[src/core/touch_cfg_pkg.sv]
// Constants, codes and carrier types of the power, pin and filter configuration block
package touch_cfg_pkg;

    // Clock and first conversion delay timing
    localparam int unsigned CLK_PERIOD_NS = 5;
    localparam int unsigned FIRST_DELAY_STEP_NS = 128000;
    localparam int unsigned FIRST_DELAY_STEP_CYCLES = FIRST_DELAY_STEP_NS / CLK_PERIOD_NS;

    // Register indices and byte addresses on the bus
    localparam logic [7:0] CTRL2_INDEX = 8'h02;
    localparam logic [7:0] STATUS_INDEX = 8'h10;
    localparam logic [7:0] CTRL2_ADDR = {CTRL2_INDEX[5:0], 2'b00};
    localparam logic [7:0] STATUS_ADDR = {STATUS_INDEX[5:0], 2'b00};

    // Control register reset value and field positions
    localparam logic [15:0] CTRL2_RESET = 16'h4040;
    localparam int unsigned PM_LSB = 14;
    localparam int unsigned PIN_GPIO_BIT = 13;
    localparam int unsigned PIN_DATA_BIT = 12;
    localparam int unsigned PIN_DIR_BIT = 11;
    localparam int unsigned PIN_POL_BIT = 10;
    localparam int unsigned SINGLE_BIT = 9;
    localparam int unsigned AVG_LSB = 7;
    localparam int unsigned MED_LSB = 5;
    localparam int unsigned SOFT_RESET_BIT = 4;
    localparam int unsigned FCD_LSB = 0;

    // Status register field positions
    localparam int unsigned ST_POWER_LSB = 0;
    localparam int unsigned ST_BUSY_BIT = 4;
    localparam int unsigned ST_PIN_BIT = 5;
    localparam int unsigned ST_AWAKE_BIT = 6;

    // Power management codes
    localparam logic [1:0] PM_SHUTDOWN = 2'h0;
    localparam logic [1:0] PM_AUTO = 2'h1;
    localparam logic [1:0] PM_ALWAYS_ON = 2'h2;
    localparam logic [1:0] PM_AUTO_ALT = 2'h3;

    // Conversion mode codes
    localparam logic [1:0] MODE_NONE = 2'h0;
    localparam logic [1:0] MODE_SINGLE = 2'h1;
    localparam logic [1:0] MODE_SLAVE = 2'h2;
    localparam logic [1:0] MODE_MASTER = 2'h3;

    // Analog power enables
    typedef struct packed {
        logic adc;
        logic osc;
        logic bias;
        logic temp;
    } power_s;

    // Filter sizes as sample counts
    typedef struct packed {
        logic [4:0] median_n;
        logic [4:0] average_n;
    } filter_s;

endpackage

[src/core/touch_adc_power_filter_config.sv]
// Power, shared pin, filter and first conversion delay control of the touch converter
//
// How it works
// - Shutdown code powers everything down
// - Master mode sleeps until screen touch
// - Slave/single: converter on demand, clock kept
// - Code 10 keeps converter, bias, oscillator on
// - Bit 13 picks analog channel or pin
// - Bits 12..10: pin data, direction, polarity
// - Bit 9 picks ratiometric or single-ended
// - Averaging field sets averaged sample count
// - Median field sets median window size
// - Writing bit 4 resets digital logic
// - Delay field spans 128 us to 2.048 ms
// - Delay before position channels and first conversion
// - Mode codes: none, single, slave, master
// - Pin mode disables auxiliary/battery selections
//
// Added by the designer: the APB slave port.
`timescale 1ns/100ps
module touch_adc_power_filter_config
    import touch_cfg_pkg::*;
#(
    parameter int unsigned FIRST_DELAY_CYCLES = FIRST_DELAY_STEP_CYCLES
) (
    input wire logic pclk,
    input wire logic presetn,
    input wire logic [7:0] paddr,
    input wire logic psel,
    input wire logic penable,
    input wire logic pwrite,
    input wire logic [31:0] pwdata,
    output logic [31:0] prdata,
    output logic pready,
    output logic pslverr,
    input wire logic [1:0] adc_mode,
    input wire logic touch_detected,
    input wire logic conv_request,
    input wire logic conv_settle,
    input wire logic conv_active,
    output logic conv_go,
    output power_s power,
    output filter_s filter,
    output logic single_ended_select,
    output logic aux_channel_enable,
    output logic soft_reset_pulse,
    input wire logic gpio_in,
    output logic gpio_out,
    output logic gpio_oe
);

    // Delay sequencer states
    typedef enum logic [2:0] {
        DLY_IDLE = 3'b001,
        DLY_SETTLE = 3'b010,
        DLY_GO = 3'b100
    } delay_e;

    logic [15:0] ctrl; // Control register contents
    delay_e state; // Delay sequencer state
    logic [3:0] delay_code; // Delay field latched at start
    logic [3:0] steps_left; // Remaining delay steps
    logic [19:0] tick; // Cycles within one step
    logic awake; // Converter has been through its power-up delay
    logic busy; // A delay or a conversion is in progress
    power_s next_power; // Decoded power enables
    logic bus_write; // Access-phase write
    logic bus_setup; // Setup-phase cycle
    logic [1:0] power_management_sel;
    logic pin_gpio_en;
    logic pin_data_value;
    logic pin_dir_in;
    logic pin_polarity;
    logic [1:0] average_count_sel;
    logic [1:0] median_size_sel;
    logic [3:0] first_delay_sel;
    logic pin_level; // Pin value as seen through polarity

    // Field views of the control register
    assign power_management_sel = ctrl[PM_LSB +: 2];
    assign pin_gpio_en = ctrl[PIN_GPIO_BIT];
    assign pin_data_value = ctrl[PIN_DATA_BIT];
    assign pin_dir_in = ctrl[PIN_DIR_BIT];
    assign pin_polarity = ctrl[PIN_POL_BIT];
    assign average_count_sel = ctrl[AVG_LSB +: 2];
    assign median_size_sel = ctrl[MED_LSB +: 2];
    assign first_delay_sel = ctrl[FCD_LSB +: 4];

    // Power decode from management code, mode, touch and activity
    function automatic power_s decode_power(
        input logic [1:0] pm,
        input logic [1:0] mode,
        input logic touch,
        input logic active
    );
        power_s p;
        p = '0;
        unique case (pm)
            PM_SHUTDOWN: begin
                p = '0;
            end
            PM_ALWAYS_ON: begin
                p.adc = 1'b1;
                p.osc = 1'b1;
                p.bias = 1'b1;
                p.temp = active;
            end
            PM_AUTO, PM_AUTO_ALT: begin
                if (mode == MODE_MASTER) begin
                    // Everything sleeps until a touch or work in flight
                    p.adc = touch | active;
                    p.osc = touch | active;
                    p.bias = touch | active;
                    p.temp = touch | active;
                end else begin
                    // Timing kept alive, converter woken on demand
                    p.adc = active;
                    p.osc = 1'b1;
                    p.bias = 1'b1;
                    p.temp = active;
                end
            end
        endcase
        return p;
    endfunction

    // Filter sizes from their codes
    function automatic filter_s decode_filter(input logic [1:0] avg, input logic [1:0] med);
        filter_s f;
        f = '0;
        f.median_n = (med == 2'h0) ? 5'h00 : 5'(5'h02 << med);
        f.average_n = 5'(5'h02 << avg);
        if (avg == 2'h0 && med == 2'h0) begin
            f.average_n = 5'h01;
        end
        return f;
    endfunction

    assign bus_setup = psel & ~penable;
    assign bus_write = psel & penable & pwrite;
    assign busy = (state != DLY_IDLE) | conv_active;
    assign next_power = decode_power(power_management_sel, adc_mode, touch_detected, busy);
    assign pin_level = pin_polarity ? gpio_in : ~gpio_in;

    // Zero wait states; unmapped addresses answer with an error
    assign pready = psel & penable;
    assign pslverr = psel & penable & (paddr != CTRL2_ADDR) & (paddr != STATUS_ADDR);

    // Control register write; a set reset bit restores defaults instead
    always_ff @(posedge pclk or negedge presetn) begin
        if (!presetn) begin
            ctrl <= CTRL2_RESET;
        end else if (bus_write && paddr == CTRL2_ADDR) begin
            if (pwdata[SOFT_RESET_BIT]) begin
                ctrl <= CTRL2_RESET;
            end else begin
                ctrl <= pwdata[15:0];
            end
        end
    end

    // One-cycle digital reset pulse after a reset write
    always_ff @(posedge pclk or negedge presetn) begin
        if (!presetn) begin
            soft_reset_pulse <= 1'b0;
        end else begin
            soft_reset_pulse <= bus_write & (paddr == CTRL2_ADDR) & pwdata[SOFT_RESET_BIT];
        end
    end

    // Read data captured in the setup cycle
    always_ff @(posedge pclk or negedge presetn) begin
        if (!presetn) begin
            prdata <= '0;
        end else if (bus_setup) begin
            prdata <= '0;
            if (paddr == CTRL2_ADDR) begin
                // Reset bit reads zero; input pin shows its level
                prdata[15:0] <= {ctrl[15:13], (pin_dir_in ? pin_level : pin_data_value),
                    ctrl[11:5], 1'b0, ctrl[3:0]};
            end else if (paddr == STATUS_ADDR) begin
                prdata[ST_POWER_LSB +: 4] <= power;
                prdata[ST_BUSY_BIT] <= busy;
                prdata[ST_PIN_BIT] <= gpio_in;
                prdata[ST_AWAKE_BIT] <= awake;
            end
        end
    end

    // Registered analog power enables
    always_ff @(posedge pclk or negedge presetn) begin
        if (!presetn) begin
            power <= '0;
        end else if (soft_reset_pulse) begin
            power <= '0;
        end else begin
            power <= next_power;
        end
    end

    // Registered configuration outputs and shared pin drive
    always_ff @(posedge pclk or negedge presetn) begin
        if (!presetn) begin
            filter <= '0;
            single_ended_select <= 1'b0;
            aux_channel_enable <= 1'b0;
            gpio_out <= 1'b0;
            gpio_oe <= 1'b0;
        end else begin
            filter <= decode_filter(average_count_sel, median_size_sel);
            single_ended_select <= ctrl[SINGLE_BIT];
            aux_channel_enable <= ~pin_gpio_en;
            gpio_out <= pin_polarity ? pin_data_value : ~pin_data_value;
            gpio_oe <= pin_gpio_en & ~pin_dir_in;
        end
    end

    // Converter awake flag: cleared whenever it loses power
    always_ff @(posedge pclk or negedge presetn) begin
        if (!presetn) begin
            awake <= 1'b0;
        end else if (soft_reset_pulse || !power.adc) begin
            awake <= 1'b0;
        end else if (state == DLY_GO) begin
            awake <= 1'b1;
        end
    end

    // First conversion delay sequencer
    always_ff @(posedge pclk or negedge presetn) begin
        if (!presetn) begin
            state <= DLY_IDLE;
            delay_code <= '0;
            steps_left <= '0;
            tick <= '0;
        end else if (soft_reset_pulse) begin
            state <= DLY_IDLE;
            delay_code <= '0;
            steps_left <= '0;
            tick <= '0;
        end else begin
            unique case (state)
                DLY_IDLE: begin
                    if (conv_request) begin
                        if (conv_settle || !awake) begin
                            // Settle screen or power up converter first
                            state <= DLY_SETTLE;
                            delay_code <= first_delay_sel;
                            steps_left <= first_delay_sel;
                            tick <= '0;
                        end else begin
                            state <= DLY_GO;
                        end
                    end
                end
                DLY_SETTLE: begin
                    // Each step lasts one 128 us period
                    if (tick == 20'(FIRST_DELAY_CYCLES - 1)) begin
                        tick <= '0;
                        if (steps_left == 4'h0) begin
                            state <= DLY_GO;
                        end else begin
                            steps_left <= steps_left - 4'h1;
                        end
                    end else begin
                        tick <= tick + 20'h00001;
                    end
                end
                DLY_GO: begin
                    state <= DLY_IDLE;
                end
            endcase
        end
    end

    // Conversion start strobe
    assign conv_go = (state == DLY_GO);

    // Helper: cycles spent in the settle state
    logic [19:0] settle_count;
    always_ff @(posedge pclk or negedge presetn) begin
        if (!presetn) begin
            settle_count <= '0;
        end else if (state == DLY_SETTLE) begin
            settle_count <= settle_count + 20'h00001;
        end else begin
            settle_count <= '0;
        end
    end
endmodule

[config.mk]
export PLATFORM = sky130hd
export DESIGN_NAME = touch_adc_power_filter_config
export DESIGN_NICKNAME = d
export VERILOG_FILES = /design/src/core/touch_cfg_pkg.sv /design/src/core/touch_adc_power_filter_config.sv
export SDC_FILE = /design/constraint.sdc
export NUM_CORES = 1
export LEC_CHECK = 0
export BUFFER_PORTS_ARGS = -buffer_cell sky130_fd_sc_hd__buf_2
export CAP_MARGIN = 30
export CORE_ASPECT_RATIO = 0.5
export CORE_MARGIN = 2
export CORE_UTILIZATION = 35
export DETAILED_ROUTE_END_ITERATION = 8
export GPL_ROUTABILITY_DRIVEN = 1
export MAX_ROUTING_LAYER = met4
export SYNTH_ARGS = -nofsm -noshare
export SYNTH_HDL_FRONTEND = slang
export SYNTH_SLANG_ARGS = --single-unit
[constraint.sdc]
create_clock -name pclk -period 1.9 [get_ports pclk]
set_input_delay 0.38 -clock pclk [delete_from_list [all_inputs] [get_ports pclk]]
set_output_delay 0.38 -clock pclk [all_outputs]
set_load 0.02 [all_outputs]
==> impl_metrics.csv <==
group,metric,value,unit
finish,area_growth,23.8,%
finish,drive_above_1_share,30.1,%
power_and_ir_drop,seqPwrFrac,47.4,%
floorplanning,start_util,36.3,%
worst_setup_path,cp-startpoint,"state[0]$_DFFE_PN1P_",
routing,drc,0,
global_routing,grt_pass1_wl,14.2,mm
power_and_ir_drop,vdd_drop_max,0.419,mV
worst_setup_path,reg2reg_from,"state[0]$_DFFE_PN1P_",
power_and_ir_drop,swShare,28.0,%
yosys,yosysTopAreaCellShare,48.1,%
yosys,syn_area_per_cell,10.0,um2
clock_tree,clockBufferDepth,2,
power_and_ir_drop,power.leakage,0.00229,uW
power_and_ir_drop,p_per_area,865,nW/um2
min_path,hp-class,"in2reg",
yosys,syn_inst,374,
routing,wl_per_cell,13.7,um
yosys,ys_ff_latch,75,
yosys,syn_area,3740,um2
worst_setup_path,start_kind,"flop",
timing,fin_crit_sh,92.8,%
worst_setup_path,worstPathArrival,2.00,ns
floorplanning,die_w,150,um
finish,n_antenna_cell,0,
finish,fin_nets,521,
floorplanning,pin_count,106,
timing,fin_worst_skew,0.00819,ns
global_routing,grt_use_total,16.1,%
global_routing,antenna_found_initial,0,
yosys,yosysTopAreaCell,"dfrtp_1",
worst_setup_path,endpoint_kind,"flop",
floorplanning,rows,26,
placed_design,place_inst,593,
placed_design,place.gp.congestion,0.755,
timing,max_freq,567,MHz
power_and_ir_drop,finalPower,4010,uW
worst_setup_path,critPathTopFamily,"simple AND/OR/NAND/NOR gates",
timing,maxSlewHeadroom,57.3,%
timing,hold_viol_final,0,
clock_tree,h-tree-depth,3,
finish,final_common_cell,"dfrtp_1",
placed_design,io_buffers,71,
finish,layout.cells.non_filler,611,
floorplanning,die_h,77.1,um
yosys,synth_top_family_by_area,"simple AND/OR/NAND/NOR gates",
worst_setup_path,cp_cell_sequence,"buf_4, or3b_2, nor2_1, a21oi_1, nand2b_1, o31ai_1",
clock_tree,cts_tree,"built",
timing,setup_tns,0,ns
worst_setup_path,crit_type,"reg2reg",
yosys,synth.distinct_cells,53,
min_path,hold_start,"pwdata[13]",
finish,fin_util,45.0,%
worst_setup_path,critPathMaxStageDelay,0.53,ns
clock_tree,clock-root-buffer,"clkbuf_16",
clock_tree,cts_made_buffers,9,
finish,final_cell_mix,"dfrtp_1 (71), buf_2 (70), nand2_1 (43), nor2_1 (34), buf_4 (26)",
worst_setup_path,worstPathMaxFanout,8,
floorplanning,core_area,10300,um2
run,cap_violations,0,
yosys,ys_async_sr_fraction,100,%
floorplanning,die-area,11600,um2
timing,fin_crit,1.76,ns
yosys,synth_edf_count,0,
yosys,synthAdderAreaFrac,1.00,%
worst_setup_path,crit_required,2.14,ns
power_and_ir_drop,p_sw,1120,uW
yosys,yosys.area_share.simple,24.2,%
clock_tree,clock_latency,0.34,ns
clock_tree,clk_pin_slew,0.06,ns
yosys,yosys.area_share.xor_xnor,1.64,%
placed_design,dpl.hpwl,6.08,mm
timing,slew_violations,0,
yosys,yosysWarningCount,0,
yosys,synth_compound_area_share,11.0,%
routing,drtIter0Drc,148,
timing,rsz0062_at_grt,"yes",
global_routing,grt-ovfl-total,0,
global_routing,grt_pass1_vias,2826,
power_and_ir_drop,p_int,2890,uW
routing,via_per_inst,4.81,
yosys,synthTopCellsByArea,"dfrtp_1 (48%), nand2_1 (4.3%), buf_4 (4.0%), mux2_2 (3.9%), nor2_1 (3.4%)",
worst_setup_path,slowest_stage,"or3b_2",
routing,ant_nets,0,
timing,setup_viol,0,
yosys,synth.area.mux_share,5.51,%
clock_tree,clkSinkCount,75,
yosys,ys.flop_type,"dfrtp_1",
worst_setup_path,worst-path-buf-inv,1,
power_and_ir_drop,combPwrFrac,12.4,%
routing,vias,2937,
power_and_ir_drop,clkPwrFrac,40.2,%
timing,worstMarginPinSlew,0.640,ns
global_routing,grt_start_max_net_pins,33,
routing,routed_wl,8.40,mm
routing,first_pass_iters,4,
run_status,status,"finished, final reports clean",
yosys,seq_area_frac_synth,50.2,%
-- sequential cells by signal, summed over array words and instances (netlist names) --
register / flops
tick: 20
prdata: 16
ctrl: 15
filter: 8
steps_left: 4
power: 3
state: 3
aux_channel_enable: 1
awake: 1
gpio_oe: 1
gpio_out: 1
single_ended_select: 1
soft_reset_pulse: 1
-- power by group through the flow --
| stage | clock [uW] | sequential (uW) | combinational (uW) |
|---|---|---|---|
| CTS | 1670 | 1900 | 505 |
| finish | 1610 | 1900 | 498 |
| global route | 1730 | 1930 | 572 |
| detailed placement | 0 | 1920 | 504 |
| floorplan | 0 | 1920 | 325 |
| global placement | 0 | 1920 | 498 |
-- routing by layer --
| layer | vias to the layer above | share of wire [%] | GRT usage, % |
|---|---|---|---|
| met3 | 8 | 3.3 | 4.40 |
| met5 | - | 0 | - |
| li1 | 1470 | - | - |
| met2 | 55 | 47 | 24.9 |
| met4 | 0 | 1.3 | 4.91 |
| met1 | 1404 | 48 | 20.8 |
-- cells by family after synthesis --
| kind of cell | count (synthesis) |
|---|---|
| mux | 19 |
| other cells | 1 |
| buf+inv | 40 |
| flops | 75 |
| fa+ha+maj | 3 |
| xor+xnor | 7 |
| simple gates | 167 |
| compound gates | 62 |
-- synthesized netlist by cell type, drive strengths merged, types with 10 or more instances --
| library cell | count |
|---|---|
| nor2 | 34 |
| o21ai | 19 |
| nand2 | 43 |
| mux2 | 13 |
| nor3b | 10 |
| clkbuf | 10 |
| buf | 24 |
| nor2b | 17 |
| nand3 | 22 |
| dfrtp | 72 |
| a21oi | 11 |
-- cell type report --
type                    count  area [um2]
clock buffers              10         239
clock inverters             6        46.3
fillers                   988        5680
inverters                   6        22.5
multi-input cells         276        1700
flip-flops and latches     75        1880
well taps                 140         175
repair buffers             98         576
-- worst paths after layout --
kind                       slack, ns  cells after the start                            end
max reg2reg                     0.14                      6            tick[4]$_DFFE_PN0P_
min                             0.29                      3           ctrl[13]$_DFFE_PN0N_
max in group asynchronous       0.80                      3           tick[15]$_DFFE_PN0P_
min in group asynchronous       0.50                      2          prdata[4]$_DFFE_PN0P_
max                             0.14                      6            tick[4]$_DFFE_PN0P_
min reg2reg                     0.41                      0  single_ended_select$_DFF_PN0_
-- stage by stage --
stage | setup slack [ns] | cell area (um2) | hold slack [ns]
floorplan | 0.0281 | 3810 | 0.0844
global route | -0.00355 | 4640 | 0.293
CTS | 0.0413 | 4620 | 0.281
finish | 0.137 | 4640 | 0.292
detailed placement | -0.0755 | 4330 | 0.329
global placement | -0.0601 | 4330 | 0.335
-- worst min-delay path: stages --
cell,delay (ns)
buf_2,0.10
nand2_1,0.05
mux2i_1,0.06
-- what timing repair did --
item                       CTS  global route
setup buffers                0             1
hold endpoints to repair    24             0
setup endpoints to repair    0             5
hold buffers                 1             0
gates resized for setup      0             2
No activity file was read; power rests on OpenSTA's default activity.
